[config.mk]
export PLATFORM = sky130hd
export DESIGN_NAME = dlpm_top
export DESIGN_NICKNAME = d
export VERILOG_FILES = /design/src/design/dlpm_pkg.sv /design/src/design/dlpm_flash.sv /design/src/design/dlpm_mux.sv /design/src/design/dlpm_top.sv
export SDC_FILE = /design/constraint.sdc
export NUM_CORES = 1
export LEC_CHECK = 0
export BUFFER_PORTS_ARGS = -buffer_cell sky130_fd_sc_hd__clkbuf_2
export CAP_MARGIN = 20
export CORE_UTILIZATION = 49
export DETAILED_ROUTE_END_ITERATION = 10
export GPL_ROUTABILITY_DRIVEN = 0
export HOLD_SLACK_MARGIN = 0.1
export PLACE_DENSITY = 0.74
export SLEW_MARGIN = 0
export SYNTH_ARGS = -nofsm -noshare
export SYNTH_HDL_FRONTEND = slang
export SYNTH_HIERARCHICAL = 1
export SYNTH_SLANG_ARGS = --single-unit
[constraint.sdc]
create_clock -name hclk -period 2.9 [get_ports hclk]
set_clock_uncertainty 0.15 [all_clocks]
set_input_delay 0.145 -clock hclk [delete_from_list [all_inputs] [get_ports hclk]]
set_output_delay 0.145 -clock hclk [all_outputs]
set_load 0.05 [all_outputs]
[src/design/dlpm_pkg.sv]
package dlpm_pkg;

  // flash timing
  localparam int unsigned CLK_FREQ_HZ   = 40_000_000;
  localparam int unsigned FLASH_TIME_MS = 25;
  localparam int unsigned FLASH_CYCLES  = FLASH_TIME_MS * (CLK_FREQ_HZ / 1000);

  // widths
  localparam int SEL_W  = 8;
  localparam int GRP_W  = 4;
  localparam int DBG_W  = 8;
  localparam int ADDR_W = 8;

  // register byte addresses
  localparam logic [ADDR_W-1:0] ADDR_IND1   = 8'h00;
  localparam logic [ADDR_W-1:0] ADDR_IND2   = 8'h04;
  localparam logic [ADDR_W-1:0] ADDR_GROUP  = 8'h08;
  localparam logic [ADDR_W-1:0] ADDR_STATUS = 8'h0c;

  // values after reset
  localparam logic [SEL_W-1:0] IND1_RST  = 8'h00;
  localparam logic [SEL_W-1:0] IND2_RST  = 8'h00;
  localparam logic [GRP_W-1:0] GROUP_RST = 4'h0;

  // status register field positions
  localparam int ST_IND1_BIT = 0;
  localparam int ST_IND2_BIT = 1;
  localparam int ST_GRP_LSB  = 4;
  localparam int ST_SRC1_LSB = 8;
  localparam int ST_SRC2_LSB = 16;

  typedef enum logic [GRP_W-1:0] {
    GRP_OFF      = 4'h0,
    GRP_LINK     = 4'h1,
    GRP_POWER    = 4'h2,
    GRP_CONFIG   = 4'h3,
    GRP_PIXEL    = 4'h4,
    GRP_FRONTEND = 4'h5,
    GRP_FUTURE   = 4'h6,
    GRP_SPARE    = 4'h7,
    GRP_CLOCK    = 4'h8,
    GRP_SYSBUS   = 4'h9,
    GRP_AUX      = 4'ha
  } dlpm_group_t;

  localparam logic [GRP_W-1:0] GROUP_MAX = 4'ha;

endpackage

[src/design/dlpm_flash.sv]
`timescale 1ns/1ps
module dlpm_flash #(
  parameter int unsigned CYCLES = dlpm_pkg::FLASH_CYCLES
) (
  input  wire logic hclk,     // system clock
  input  wire logic hresetn,  // async reset, active low
  input  wire logic trigger,  // one-cycle start of a flash
  output logic      lit       // indicator drive, high while flashing
);
  import dlpm_pkg::*;

  localparam int CW = $clog2(CYCLES + 1);

  if (CYCLES < 1) begin : g_bad_cycles
    $error("dlpm_flash: CYCLES must be at least one");
  end

  logic [CW-1:0] count_reg;

  // each new activation reloads the full flash length
  always_ff @(posedge hclk or negedge hresetn) begin
    if (!hresetn) begin
      count_reg <= '0;
    end else if (trigger) begin
      count_reg <= CW'(CYCLES);
    end else if (count_reg != '0) begin
      count_reg <= count_reg - 1'b1;
    end
  end

  assign lit = (count_reg != '0);

  flash_load_a: assert property (
    @(posedge hclk) disable iff (!hresetn)
    trigger |=> lit && count_reg == CW'(CYCLES))
    else $error("flash not started at full length");

  flash_end_a: assert property (
    @(posedge hclk) disable iff (!hresetn)
    $fell(lit) |-> $past(count_reg) == CW'(1) && !$past(trigger))
    else $error("flash ended early");

endmodule

[src/design/dlpm_mux.sv]
`timescale 1ns/1ps
module dlpm_mux (
  input  dlpm_pkg::dlpm_group_t      group_select,  // chosen signal group
  input  wire logic [dlpm_pkg::DBG_W-1:0] link_group,    // group 1
  input  wire logic [dlpm_pkg::DBG_W-1:0] power_group,   // group 2
  input  wire logic [dlpm_pkg::DBG_W-1:0] config_group,  // group 3
  input  wire logic [dlpm_pkg::DBG_W-1:0] pixel_group,   // group 4
  input  wire logic [dlpm_pkg::DBG_W-1:0] frontend_group,// group 5
  input  wire logic [dlpm_pkg::DBG_W-1:0] clock_group,   // group 8
  input  wire logic [dlpm_pkg::DBG_W-1:0] sysbus_group,  // group 9
  input  wire logic [dlpm_pkg::DBG_W-1:0] aux_group,     // group 10
  output logic [dlpm_pkg::DBG_W-1:0]      routed         // selected group
);
  import dlpm_pkg::*;

  always_comb begin
    unique case (group_select)
      GRP_OFF:      routed = '0;
      GRP_LINK:     routed = link_group;
      GRP_POWER:    routed = power_group;
      GRP_CONFIG:   routed = config_group;
      GRP_PIXEL:    routed = pixel_group;
      GRP_FRONTEND: routed = frontend_group;
      GRP_FUTURE:   routed = '0;
      GRP_SPARE:    routed = '0;
      GRP_CLOCK:    routed = clock_group;
      GRP_SYSBUS:   routed = sysbus_group;
      GRP_AUX:      routed = aux_group;
      default:      routed = '0;
    endcase
  end

endmodule

[src/design/dlpm_top.sv]
// Design decisions made here: the AHB-Lite interface to the registers and the register offsets.
`timescale 1ns/1ps
// Notes on behaviour
// - two 8-bit indicator select registers, writable and readable by software.
// - selected signal going active lights its indicator for 25 ms, every time.
// - first indicator bits: bus reset, target errors 4..0, config and board requests.
// - second indicator bits: syncs, polarity, low-active power enables, clock select.
// - one chosen group of eight signals drives the debug output port.
// - debug group select takes values zero to fifteen.
// - values 0, 6, 7 and 11 to 15 leave the debug port quiet.
// - group 1 shows fiber and network port handshakes.
// - group 2 shows memory power, temperature and supply sync signals.
// - group 3 shows sequencer debug, exposure start and two-wire status.
// - group 4 shows pixel write, status, power, reset, lock and init.
// - group 5 shows front-end control and stream timing signals.
// - group 8 shows clock feeds, lock and clock-control serial lines.
// - group 9 shows system bus grants, target cycle and acknowledges.
module dlpm_top #(
  parameter int unsigned FLASH_LEN = dlpm_pkg::FLASH_CYCLES  // flash length in clocks
) (
  input  wire logic        hclk,                          // system clock, 40 MHz
  input  wire logic        hresetn,                       // async reset, active low
  input  wire logic        hsel,                          // slave select
  input  wire logic [31:0] haddr,                         // byte address
  input  wire logic [1:0]  htrans,                        // transfer type
  input  wire logic        hwrite,                        // write when high
  input  wire logic [2:0]  hsize,                         // transfer size
  input  wire logic        hready,                        // bus ready
  input  wire logic [31:0] hwdata,                        // write data
  output logic [31:0]      hrdata,                        // read data
  output logic             hreadyout,                     // slave ready
  output logic             hresp,                         // response, always okay
  input  wire logic        system_bus_reset_pulse,        // first indicator source 7
  input  wire logic [4:0]  target_error_outputs,          // first indicator sources 6..2
  input  wire logic        configuration_cycle_request,   // first indicator source 1
  input  wire logic        control_board_cycle_request,   // first indicator source 0
  input  wire logic        source_sync_output,            // second indicator source 7
  input  wire logic        sink_sync_input,               // second indicator source 6
  input  wire logic        low_supply_sync_output,        // second indicator source 5
  input  wire logic        high_voltage_polarity,         // second indicator source 4
  input  wire logic        mid_supply_power_enable_low,   // second indicator source 3
  input  wire logic        analog_supply_power_enable_low,// second indicator source 2
  input  wire logic        fan_supply_power_enable_low,   // second indicator source 1
  input  wire logic        master_clock_select_low,       // second indicator source 0
  input  wire logic [7:0]  link_group,                    // debug group 1
  input  wire logic [7:0]  power_group,                   // debug group 2
  input  wire logic [7:0]  config_group,                  // debug group 3
  input  wire logic [7:0]  pixel_group,                   // debug group 4
  input  wire logic [7:0]  frontend_group,                // debug group 5
  input  wire logic [7:0]  clock_group,                   // debug group 8
  input  wire logic [7:0]  sysbus_group,                  // debug group 9
  input  wire logic [7:0]  aux_group,                     // debug group 10
  output logic             first_indicator,               // first indicator drive
  output logic             second_indicator,              // second indicator drive
  output logic [7:0]       debug_output_port              // debug probe port
);
  import dlpm_pkg::*;

  // bus state
  logic              dp_write_reg;
  logic [ADDR_W-1:0] dp_addr_reg;
  logic              take;
  logic [31:0]       hrdata_reg;
  logic [31:0]       read_value;

  // software registers
  logic [SEL_W-1:0] ind1_sel_reg;
  logic [SEL_W-1:0] ind1_sel_next;
  logic [SEL_W-1:0] ind2_sel_reg;
  logic [SEL_W-1:0] ind2_sel_next;
  logic [GRP_W-1:0] group_reg;
  logic [GRP_W-1:0] group_next;

  // indicator sources, active high
  logic [SEL_W-1:0] src1;
  logic [SEL_W-1:0] src2;
  logic [SEL_W-1:0] src1_prev_reg;
  logic [SEL_W-1:0] src2_prev_reg;
  logic             ind1_trig;
  logic             ind2_trig;

  logic [DBG_W-1:0] routed;
  logic [DBG_W-1:0] debug_reg;

  // ---------------- bus slave ----------------
  assign take      = hsel && htrans[1] && hready;
  assign hreadyout = 1'b1;
  assign hresp     = 1'b0;
  assign hrdata    = hrdata_reg;

  always_ff @(posedge hclk or negedge hresetn) begin
    if (!hresetn) begin
      dp_write_reg <= 1'b0;
      dp_addr_reg  <= '0;
    end else begin
      dp_write_reg <= take && hwrite;
      dp_addr_reg  <= haddr[ADDR_W-1:0];
    end
  end

  // a register is only hit when the upper address bits are zero
  always_comb begin
    ind1_sel_next = ind1_sel_reg;
    ind2_sel_next = ind2_sel_reg;
    group_next    = group_reg;
    if (dp_write_reg) begin
      unique case (dp_addr_reg)
        ADDR_IND1:  ind1_sel_next = hwdata[SEL_W-1:0];
        ADDR_IND2:  ind2_sel_next = hwdata[SEL_W-1:0];
        ADDR_GROUP: group_next    = hwdata[GRP_W-1:0];
        default:    ;
      endcase
    end
  end

  logic dp_hit_reg;
  always_ff @(posedge hclk or negedge hresetn) begin
    if (!hresetn) begin
      dp_hit_reg <= 1'b0;
    end else begin
      dp_hit_reg <= take && hwrite && (haddr[31:ADDR_W] == '0);
    end
  end

  always_ff @(posedge hclk or negedge hresetn) begin
    if (!hresetn) begin
      ind1_sel_reg <= IND1_RST;
      ind2_sel_reg <= IND2_RST;
      group_reg    <= GROUP_RST;
    end else if (dp_hit_reg) begin
      ind1_sel_reg <= ind1_sel_next;
      ind2_sel_reg <= ind2_sel_next;
      group_reg    <= group_next;
    end
  end

  // select and group reads see a write landing at the same edge; the status group field does not
  always_comb begin
    read_value = 32'h0000_0000;
    if (haddr[31:ADDR_W] == '0) begin
      unique case (haddr[ADDR_W-1:0])
        ADDR_IND1:  read_value[SEL_W-1:0] = dp_hit_reg ? ind1_sel_next : ind1_sel_reg;
        ADDR_IND2:  read_value[SEL_W-1:0] = dp_hit_reg ? ind2_sel_next : ind2_sel_reg;
        ADDR_GROUP: read_value[GRP_W-1:0] = dp_hit_reg ? group_next : group_reg;
        ADDR_STATUS: begin
          read_value[ST_IND1_BIT]                   = first_indicator;
          read_value[ST_IND2_BIT]                   = second_indicator;
          read_value[ST_GRP_LSB +: GRP_W]           = group_reg;
          read_value[ST_SRC1_LSB +: SEL_W]          = src1;
          read_value[ST_SRC2_LSB +: SEL_W]          = src2;
        end
        default: ;
      endcase
    end
  end

  always_ff @(posedge hclk or negedge hresetn) begin
    if (!hresetn) begin
      hrdata_reg <= 32'h0000_0000;
    end else if (take && !hwrite) begin
      hrdata_reg <= read_value;
    end
  end

  // ---------------- indicators ----------------
  assign src1 = {system_bus_reset_pulse, target_error_outputs,
                 configuration_cycle_request, control_board_cycle_request};
  // low-active enables and clock select count as active when low
  assign src2 = {source_sync_output, sink_sync_input, low_supply_sync_output,
                 high_voltage_polarity, !mid_supply_power_enable_low,
                 !analog_supply_power_enable_low, !fan_supply_power_enable_low,
                 !master_clock_select_low};

  always_ff @(posedge hclk or negedge hresetn) begin
    if (!hresetn) begin
      src1_prev_reg <= '0;
      src2_prev_reg <= '0;
    end else begin
      src1_prev_reg <= src1;
      src2_prev_reg <= src2;
    end
  end

  assign ind1_trig = |(ind1_sel_reg & src1 & ~src1_prev_reg);
  assign ind2_trig = |(ind2_sel_reg & src2 & ~src2_prev_reg);

  dlpm_flash #(.CYCLES(FLASH_LEN)) u_flash1 (
    .hclk    (hclk),
    .hresetn (hresetn),
    .trigger (ind1_trig),
    .lit     (first_indicator)
  );

  dlpm_flash #(.CYCLES(FLASH_LEN)) u_flash2 (
    .hclk    (hclk),
    .hresetn (hresetn),
    .trigger (ind2_trig),
    .lit     (second_indicator)
  );

  // ---------------- debug port ----------------
  dlpm_mux u_mux (
    .group_select   (dlpm_group_t'(group_reg)),
    .link_group     (link_group),
    .power_group    (power_group),
    .config_group   (config_group),
    .pixel_group    (pixel_group),
    .frontend_group (frontend_group),
    .clock_group    (clock_group),
    .sysbus_group   (sysbus_group),
    .aux_group      (aux_group),
    .routed         (routed)
  );

  always_ff @(posedge hclk or negedge hresetn) begin
    if (!hresetn) begin
      debug_reg <= '0;
    end else begin
      debug_reg <= routed;
    end
  end

  assign debug_output_port = debug_reg;

  // ---------------- checks ----------------
  sel_write_a: assert property (
    @(posedge hclk) disable iff (!hresetn)
    dp_hit_reg && dp_addr_reg == ADDR_IND1 |=> ind1_sel_reg == $past(hwdata[SEL_W-1:0]))
    else $error("first select write lost");

  sel_read_a: assert property (
    @(posedge hclk) disable iff (!hresetn)
    take && !hwrite && haddr == {24'h000000, ADDR_IND2}
      |=> hrdata == {24'h000000, ind2_sel_reg})
    else $error("second select read wrong");

  ind_flash_a: assert property (
    @(posedge hclk) disable iff (!hresetn)
    ind1_trig |=> first_indicator [*2])
    else $error("first indicator did not flash");

  bus_reset_a: assert property (
    @(posedge hclk) disable iff (!hresetn)
    ind1_sel_reg[7] && system_bus_reset_pulse && !src1_prev_reg[7] |=> first_indicator)
    else $error("bus reset did not flash first indicator");

  fan_enable_a: assert property (
    @(posedge hclk) disable iff (!hresetn)
    ind2_sel_reg[1] && !fan_supply_power_enable_low && !src2_prev_reg[1]
      |=> second_indicator)
    else $error("fan enable did not flash second indicator");

  group_store_a: assert property (
    @(posedge hclk) disable iff (!hresetn)
    dp_hit_reg && dp_addr_reg == ADDR_GROUP |=> group_reg == $past(hwdata[GRP_W-1:0]))
    else $error("group select write lost");

  group_off_a: assert property (
    @(posedge hclk) disable iff (!hresetn)
    group_reg == 4'h0 || group_reg == 4'h6 || group_reg == 4'h7 |=> debug_output_port == '0)
    else $error("debug port not quiet");

  group_link_a: assert property (
    @(posedge hclk) disable iff (!hresetn)
    group_reg == 4'h1 |=> debug_output_port == $past(link_group))
    else $error("group 1 not routed");

  group_power_a: assert property (
    @(posedge hclk) disable iff (!hresetn)
    group_reg == 4'h2 |=> debug_output_port == $past(power_group))
    else $error("group 2 not routed");

  group_config_a: assert property (
    @(posedge hclk) disable iff (!hresetn)
    group_reg == 4'h3 |=> debug_output_port == $past(config_group))
    else $error("group 3 not routed");

  group_pixel_a: assert property (
    @(posedge hclk) disable iff (!hresetn)
    group_reg == 4'h4 |=> debug_output_port == $past(pixel_group))
    else $error("group 4 not routed");

  group_front_a: assert property (
    @(posedge hclk) disable iff (!hresetn)
    group_reg == 4'h5 |=> debug_output_port == $past(frontend_group))
    else $error("group 5 not routed");

  group_clock_a: assert property (
    @(posedge hclk) disable iff (!hresetn)
    group_reg == 4'h8 |=> debug_output_port == $past(clock_group))
    else $error("group 8 not routed");

  group_sysbus_a: assert property (
    @(posedge hclk) disable iff (!hresetn)
    group_reg == 4'h9 |=> debug_output_port == $past(sysbus_group))
    else $error("group 9 not routed");

  group_aux_route_a: assert property (
    @(posedge hclk) disable iff (!hresetn)
    group_reg == 4'ha |=> debug_output_port == $past(aux_group))
    else $error("group 10 not routed");

  over_range_a: assert property (
    @(posedge hclk) disable iff (!hresetn)
    group_reg > GROUP_MAX |=> debug_output_port == '0)
    else $error("out of range group not quiet");

endmodule

# Word level (Yosys, flattened, before mapping)

Index checks and enable logic that the tools add are counted.

Register bits after elaboration: 118
Input bits: 154

Add/subtract/negate cells: 2
Eq/ne operators: 13
Multiplexer cells: 19
Bitwise operators: 6
Reductions and logical operators: 19

Operators with widths:

| cell                                                 | count |
|---|---|
| two-way mux 20 bit                                   | 4 |
| one-hot mux 8 bit (8 select lines)                   | 1 |
| two-way mux 8 bit                                    | 6 |
| nonzero test 20 bit                                  | 2 |
| subtractor 20 x 1 -> 20 bit (second input constant)  | 2 |
| bitwise AND 8 bit                                    | 4 |
| equality test 8 x 4 -> 1 bit (second input constant) | 3 |
| logical NOT 24 bit                                   | 1 |
| two-way mux 24 bit                                   | 1 |
| equality test 8 x 3 -> 1 bit (second input constant) | 2 |
| logical NOT 8 bit                                    | 2 |
| two-way mux 16 bit                                   | 1 |
| NOT 8 bit                                            | 2 |
| OR reduction 8 bit                                   | 2 |
| equality test 4 bit (second input constant)          | 3 |
| two-way mux 4 bit                                    | 3 |
| one-hot mux 4 bit (3 select lines)                   | 1 |
| equality test 4 x 2 -> 1 bit (second input constant) | 2 |
| equality test 4 x 3 -> 1 bit (second input constant) | 2 |
| one-hot mux 2 bit (4 select lines)                   | 1 |
| one-hot mux 2 bit (3 select lines)                   | 1 |
| logical AND 1 bit                                    | 5 |
| logical NOT 1 bit                                    | 5 |
| equality test 4 x 1 -> 1 bit (second input constant) | 1 |
| nonzero test 2 bit                                   | 2 |

# Depth between registers and ports, before layout

Gate-level depths: netlist (run 1).

Depth after elaboration: 6
Depth in mapped cells: 8

# Hierarchy

Netlist (run 1), hierarchy kept.

Modules (own cells, without submodules):

| module     | instances | cells each | area each (um^2) |
|---|---|---|---|
| dlpm_top   | 1         | 238        | 3085.5 |
| dlpm_flash | 2         | 131        | 1266.2 |
| dlpm_mux   | 1         | 69         | 601.8 |

# Least setup slack after synthesis (run 1)

No wires, ideal clock.

Path kind: register to register
Start point: register u_flash1.count_reg[0]
End point: register hrdata_reg[0], in the netlist hrdata[0]
Arrival time: 2.075 ns
Data required time: 2.616 ns
Setup slack: 0.541 ns
Stages on the path, launching flop included: 9
Period minus slack after synthesis: 2.359 ns
Path through: dfrtp_1 > inv_1 > ha_1 > or4b_4 > nor3_2 > buf_4 > nand2_1 > mux2i_1 > o211ai_1

Cells in the longest elaborated chain, start to end: 3

RTL lines:

| element                            | RTL line         | RTL |
|---|---|---|
| start, declared                    | dlpm_flash.sv:18 | `logic [CW-1:0] count_reg;` |
| start signal, assigned             | dlpm_flash.sv:25 | `count_reg <= CW'(CYCLES);` |
| start signal, assigned             | dlpm_flash.sv:27 | `count_reg <= count_reg - 1'b1;` |
| nonzero test 20 bit                | dlpm_flash.sv:31 | `assign lit = (count_reg != '0);` |
| net first_indicator                | dlpm_top.sv:53   | `output logic first_indicator,` |
| one-hot mux 2 bit (4 select lines) | dlpm_top.sv:141  | `unique case (haddr[ADDR_W-1:0])` |
| two-way mux 24 bit                 | dlpm_top.sv:140  | `if (haddr[31:ADDR_W] == '0) begin` |
| end signal, assigned               | dlpm_top.sv:161  | `hrdata_reg <= read_value;` |
| end, declared                      | dlpm_top.sv:63   | `logic [31:0] hrdata_reg;` |

The timed path passes the listed nets, and every way through them passes these cells.
A chain may end at the register's enable or synchronous reset.

# Final worst setup path (run 1)

Start point: register group_reg[0]
End point: register debug_reg[5], in the netlist debug_output_port[5]

Cells in the longest elaborated chain, start to end: 2

RTL lines:

| element                                     | RTL line        | RTL |
|---|---|---|
| start, declared                             | dlpm_top.sv:71  | `logic [GRP_W-1:0] group_reg;` |
| start signal, assigned                      | dlpm_top.sv:133 | `group_reg <= group_next;` |
| equality test 4 bit (tied with other cells) | dlpm_mux.sv:17  | `unique case (group_select)` |
| one-hot mux 8 bit (8 select lines) (*)      | dlpm_mux.sv:17  |  |
| net routed[5]                               | dlpm_top.sv:82  | `logic [DBG_W-1:0] routed;` |
| end signal, assigned                        | dlpm_top.sv:219 | `debug_reg <= routed;` |
| end, declared                               | dlpm_top.sv:83  | `logic [DBG_W-1:0] debug_reg;` |

The timed path passes the listed nets; every way through them passes the cells marked *.

==> summary.md, run 1 <==
| Metric | Value |
|---|---|
| Status | finished clean |
| F_max | 359 MHz |
| Hold crit path type | input port to flip-flop |
| Worst path most repeated cell | dlygate4sd3_1 |
| CP Class | flip-flop to flip-flop |
| Core region area | between 10,000 and 15,000 µm² |
| Worst-Margin Slew | 0.964 ns |
| Fin Setup TNS | 0 ns |
| Total number of yosys warnings | 6 |
| Post-layout util | 70.9% |
| Critical path launch point type | flip-flop |
| Root buf cell | clkbuf_16 |
| Tot GR Track Use | 29.2% |
| Reg power frac | 40.3% |
| Crit path cell chain | nand3b_1, a21oi_1, dlygate4sd3_1, or4_1, dlygate4sd3_1 |
| Routed len/inst | roughly 18 µm |
| GR Overflow Total | 0 |
| Initial DRT Pass Iterations | 5 |
| PnR worst setup slack | 0.111 ns |
| Final min period | roughly 2.8 ns |
| TritonCTS Buffers | 17 |
| Share of power burned in the clock network | a little under half |
| Placed cell area | 7160 µm² |
| Rows | 40 |
| CTS tree | built |
| Commonest non-fill, non-tap cell in the layout | clkbuf_2 |
| Mean number of vias per cell | about 5.7 |
| Post-layout nets | just under 1,000 |
| Die height | 115 µm |
| Largest register FFs | 24 |
| Number of global-route vias before repair | 5,834 |
| Req. time, crit path | 3.03 ns |
| Post-route cell area | 8650 µm² |
| Worst-path clk slew | 0.05 ns |
| Hold Fails Final Rpt | 0 |
| H-tree depth | 4 |
| Cells after Synth | 569 |
| Place WS | 0.360 ns |
| Combinational Power Share | between 10 and 15% |
| Max incr delay on CP | 0.64 ns |
| Commonest cells after routing, fill and taps aside | 158 x clkbuf_2, 116 x dfrtp_1, 89 x dlygate4sd3_1 |
| Crit path buffers/inverters | 2 |
| Final Routed Wirelength | about 18,000 µm |
| DRC Markers | 0 |
| Number of fillers in the final layout | 880 |
| Avg Cell Area, Syn | 10.9 µm² |
| Die width | 115 µm |
| CP top delay family | buffers and inverters |
| Rel. slew slack | 35.5% |
| FF+latch count, synth | 118 |
| Global-route wire length before repair | 29,100 µm |
| Maximum vdd drop | 520 µV |
| Starting DRC count in detailed routing | 531 |
| Clock latency at the later pin of the worst-skew pair | 0.41 ns |
| Main synth FF type | dfrtp_1 |
| Power Density | ~500 nW/µm² |
| Critical Path AT | 2.92 ns |
| DRT antenna net count | 0 |
| Area growth, synth to finish | 39.1% |
| Longest Clk Path Bufs | 2 |
| Int Power | 3.32 mW |
| Reg2reg setup slack | 0.11 ns |
| Max-cap violations | 0 |
| Count of pins over their slew limit | 0 |
| IO Pins | a little under 200 |
| CP endpoint kind | flip-flop |
| Via count | about 5,700 |
| Slowest CP cell | dfrtp_1 |
| Number of flops mapped to enable cells by yosys | 0 |
| Switching Fraction | 24.8% |
| Die ar. | about 13,000 µm² |
| Layout cells sized above 1 | roughly a third |
| Clk sinks | about 120 |
| Largest net degree at the start of global routing | 85 |
| Async SR Flop Fraction | 100% |
| Netlist Area Pre-Place | a little over 6000 µm² |
| Port Buf Inserts | roughly 160 |
| Initial core utilization | 50.9% |
| Register area share after synthesis | 47.5% |
| Critical path fanouts, max | 14 |
| Library cells used by synthesis | 63 |
| Antenna violations before repair | 0 |
| DP Wirelength | between 10,000 and 15,000 µm |
| Leak pwr | 3.84 nW |
| Final setup viols | 0 |
| ANT cells | 0 |
| Unrepaired setup endpoints after global routing | false |
| Final period util | roughly 96% |
| Psw | 1.09 mW |
## cells in the mapped netlist, types with 6 or more instances
cell type	count	area, µm²
mux2_2	34	383
inv_1	11	41.3
nand4b_1	7	61.3
nor2_1	40	150
nor3_1	12	60.1
nand2_1	40	150
a22oi_1	23	173
nand3b_1	9	67.6
clkbuf_1	10	37.5
o211ai_1	9	67.6
a211oi_1	7	52.6
mux2_1	15	169
a21oi_1	16	80.1
dfrtp_1	118	2950
o22ai_1	6	37.5
a22o_1	12	105
buf_4	15	113
o21ai_0	21	105
nor4_1	18	113
mux2i_1	13	130
nor2b_1	26	163
or3_1	8	50.1
nor4_4	6	128
## worst reg2reg max path, cell delays in order, from the launching register on
cell and delay [ns]:
dfrtp_1 0.64, nand3b_1 0.18, a21oi_1 0.07, dlygate4sd3_1 0.56
or4_1 0.49, dlygate4sd3_1 0.58
## layer usage
layer / global-route usage (%) / part of all wire [%]
met1: 33.5 / 40
met2: 49.9 / 51
met3: 7.62 / 6.1
met4: 16.3 / 2.6
met5: 0 / 0
## cell families after synthesis
| kind of cell | after synthesis | share of synthesized area, % |
|---|---|---|
| fa+ha+maj | 4 | 0.805 |
| compound gates | 121 | 13.7 |
| flops | 118 | 47.5 |
| buf+inv | 44 | 4.02 |
| simple gates | 216 | 22.5 |
| mux | 63 | 11.2 |
| xor+xnor | 1 | 0.141 |
| other cells | 2 | 0.121 |
## final timing paths
kind / cells after the start / from / to
setup / recovery: 5 / group_reg[0]$_DFF_PN0_ / debug_output_port[5]$_DFF_PN0_
hold / removal: 5 / haddr[19] / dp_hit_reg$_DFF_PN0_
setup reg to reg: 5 / group_reg[0]$_DFF_PN0_ / debug_output_port[5]$_DFF_PN0_
hold reg to reg: 2 / hrdata[16]$_DFFE_PN0P_ / hrdata[16]$_DFFE_PN0P_
max in group asynchronous: 4 / hresetn / hrdata[8]$_DFFE_PN0P_
min in group asynchronous: 3 / hresetn / dp_addr_reg[3]$_DFF_PN0_
## cell type report
| type | instances | area (µm²) | share of cell area, % |
|---|---|---|---|
| clock inverter | 4 | 70.1 | 0.810 |
| multi-input combinational | 415 | 3050 | 35.2 |
| timing repair buffer | 265 | 1840 | 21.3 |
| inverter | 11 | 41.3 | 0.477 |
| clock buffer | 26 | 489 | 5.65 |
| tap | 168 | 210 | 2.43 |
| sequential | 118 | 2960 | 34.2 |
## stage by stage
step / instances / power [mW] / hold slack, ns
after floorplan: 577 / 2.09 / -0.301
after global placement: 884 / 2.28 / -0.0321
after detailed placement: 884 / 2.30 / -0.0238
after CTS: 1003 / 4.42 / 0.162
after global routing: 1007 / 4.58 / 0.232
final: 1007 / 4.42 / 0.183
## what timing repair did
item,4_1_cts,5_1_grt
hold buffers,89,0
gates resized for setup,0,2
hold endpoints to repair,196,0
buffers inserted,0,3
setup endpoints to repair,0,3
## power groups by stage
stage | clock, mW | combinational [mW] | sequential, mW
floorplan | 0 | 0.270 | 1.82
global placement | 0 | 0.479 | 1.80
detailed placement | 0 | 0.495 | 1.81
CTS | 2.04 | 0.600 | 1.78
global route | 2.12 | 0.672 | 1.79
finish | 2.01 | 0.624 | 1.78
(Power assumes the default switching activity.)
==> run 2, diff against run 1 <==
==> constraint.sdc (replaced) <==
create_clock -name hclk -period 3.31 [get_ports hclk]
set_clock_uncertainty 0.15 [all_clocks]
set_input_delay 0.1655 -clock hclk [delete_from_list [all_inputs] [get_ports hclk]]
set_output_delay 0.1655 -clock hclk [all_outputs]
set_load 0.05 [all_outputs]
==> run 2 against run 1 <==
Power is 13% lower. Cell count is 2.9% lower. Setup slack better by 0.13 ns. Register-to-register slack better by 0.13 ns. Non-clock buffer count is 30 lower. Combinational power is 20% lower. Highest routed layer unchanged.
==> summary.md, run 2 (same netlist as run 1, synthesis figures left out) <==
| Metric | Value |
|---|---|
| Status | finished clean |
| Largest net degree at the start of global routing | 62 |
| Leak pwr | 3.74 nW |
| Fin Setup TNS | 0 ns |
| Port Buf Inserts | 159 |
| Reg2reg end | debug_output_port[1]$_DFF_PN0_ |
| Initial DRT Pass Iterations | 5 |
| Final Routed Wirelength | 16,700 µm |
| R2R depth | 6 |
| Hold path cells | 6 |
| CTS tree | built |
| Layout cells sized above 1 | 32.7% |
| Starting DRC count in detailed routing | 344 |
| Hold crit path type | input port to flip-flop |
| Hold Fails Final Rpt | 0 |
| Global-route wire length before repair | ~27,000 µm |
| DP Wirelength | 11,100 µm |
| Power Density | 460 nW/µm² |
| Rows | 40 |
| Hold wc startpoint | haddr[19] |
| Tot GR Track Use | 26.9% |
| Core region area | ~12,000 µm² |
| Commonest cells after routing, fill and taps aside | 159 x clkbuf_2, 118 x dfrtp_1, 64 x dlygate4sd3_1 |
| Commonest non-fill, non-tap cell in the layout | clkbuf_2 |
| Root buf cell | clkbuf_16 |
| Via count | 5,606 |
| Area growth, synth to finish | 35.1% |
| Number of global-route vias before repair | 5,631 |
| Die width | 115 µm |
| CP Class | flip-flop to flip-flop |
| TritonCTS Buffers | 17 |
| Worst-path clk slew | 0.05 ns |
| Clk sinks | 118 |
| IO Pins | 198 |
| Final period util | 92.7% |
| Count of pins over their slew limit | 0 |
| Post-layout nets | around 960 |
| Place WS | between 0.7 and 0.8 ns |
| Largest register FFs | 24 |
| Critical Path AT | 3.27 ns |
| Worst hold slack | roughly 0.19 ns |
| Critical path launch point type | flip-flop |
| Antenna violations before repair | 0 |
| Worst-Margin Slew | between 0.8 and 0.9 ns |
| Unrepaired setup endpoints after global routing | false |
| Final setup viols | 0 |
| Number of fillers in the final layout | 898 |
| GR Overflow Total | 0 |
| RR Startpoint | group_reg[1]$_DFF_PN0_ |
| Hold Path Sink | hrdata[7]$_DFFE_PN0P_ |
| Max-cap violations | 0 |
| DRC Markers | 0 |
| Longest Clk Path Bufs | 2 |
| Maximum vdd drop | 392 µV |
| Mean number of vias per cell | 5.73 |
| Initial core utilization | roughly 51% |
| Die height | about 110 µm |
| Critical path fanouts, max | 19 |
| CP endpoint kind | flip-flop |
| PnR worst setup slack | 0.241 ns |
| Req. time, crit path | 3.51 ns |
| Routed len/inst | 17.0 µm |
| Clock latency at the later pin of the worst-skew pair | 0.42 ns |
| H-tree depth | 4 |
| F_max | 326 MHz |
| Final min period | 3.07 ns |
| Reg2reg setup slack | about 0.24 ns |
| DRT antenna net count | 0 |
| ANT cells | 0 |
| Rel. slew slack | 46.3% |
| Die ar. | 13,100 µm² |
## run 2: changes by cell type in the layout (fill, tap and decap cells not counted), moves of 2 or more
cell           change
dfrtp_1            +2
clkbuf_1           -4
clkinvlp_4         +3
buf_4              -5
dlygate4sd3_1     -25
dfrtp_2            -2
## run 2: through the flow
| stage | cell area, µm² | utilization, % | power, mW | instances |
|---|---|---|---|---|
| detailed placement | 7140 | 58.4 | 2.01 | 881 |
| floorplan | 6250 | - | 1.83 | 577 |
| CTS | 8360 | 68.5 | 3.88 | 976 |
| global route | 8400 | 68.8 | 4.02 | 978 |
| finish | 8400 | 68.8 | 3.86 | 978 |
| global placement | 7140 | 58.4 | 1.99 | 881 |
## run 2: layout make-up
type | count | area [µm²] | area share [%]
Clock buffer | 23 | 488 | 5.81
Clock inverter | 8 | 97.6 | 1.16
Inverter | 11 | 41.3 | 0.491
Multi-Input combinational cell | 415 | 3050 | 36.3
Sequential cell | 118 | 2950 | 35.1
Tap cell | 168 | 210 | 2.50
Timing Repair Buffer | 235 | 1560 | 18.6
## run 2: how the worst max path moves through the flow
stage / startpoint / end / slack [ns] / cells after the start
6_report: group_reg[1]$_DFF_PN0_ / debug_output_port[1]$_DFF_PN0_ / 0.24 / 6
5_1_grt: u_flash1/count_reg[0]$_DFFE_PN0P_ / first_indicator / 0.08 / 6
4_1_cts: group_reg[1]$_DFF_PN0_ / debug_output_port[2]$_DFF_PN0_ / 0.02 / 5
3_5_place_dp: u_flash1/count_reg[0]$_DFFE_PN0P_ / first_indicator / 0.72 / 6
3_3_place_gp: u_flash1/count_reg[0]$_DFFE_PN0P_ / first_indicator / 0.76 / 6
2_1_floorplan: u_flash1/count_reg[0]$_DFFE_PN0P_ / hrdata[0]$_DFFE_PN0P_ / 0.95 / 8
## run 2: critical path, cell delays in order (launching register included)
cell	delay (ns)
dfrtp_1	0.74
nor4bb_2	0.48
clkbuf_2	0.25
a22oi_1	0.09
dlygate4sd3_1	0.61
o211ai_1	0.10
dlygate4sd3_1	0.57
## run 2: power breakdown
group          switching [mW]  leakage, nW  internal, mW
Sequential             0.0637         1.48          1.50
Clock                   0.620        0.281          1.18
Combinational           0.271         1.98         0.231
Total                   0.955         3.74          2.91
## run 2: per-layer routing
metal  GRT usage [%]  vias to the layer above  wire [µm]
met5               0                        -          0
met4            12.5                        0        465
met3            6.93                       50       1120
met2            46.3                      230       8400
met1            31.6                     2731       6670
li1                -                     2595          -
## run 2: repair_timing
item                                    CTS  global route
endpoints found under the setup margin    0             4
setup buffers                             0             0
endpoints found under the hold margin   138             0
resized for setup                         0             1
hold buffers                             64             0
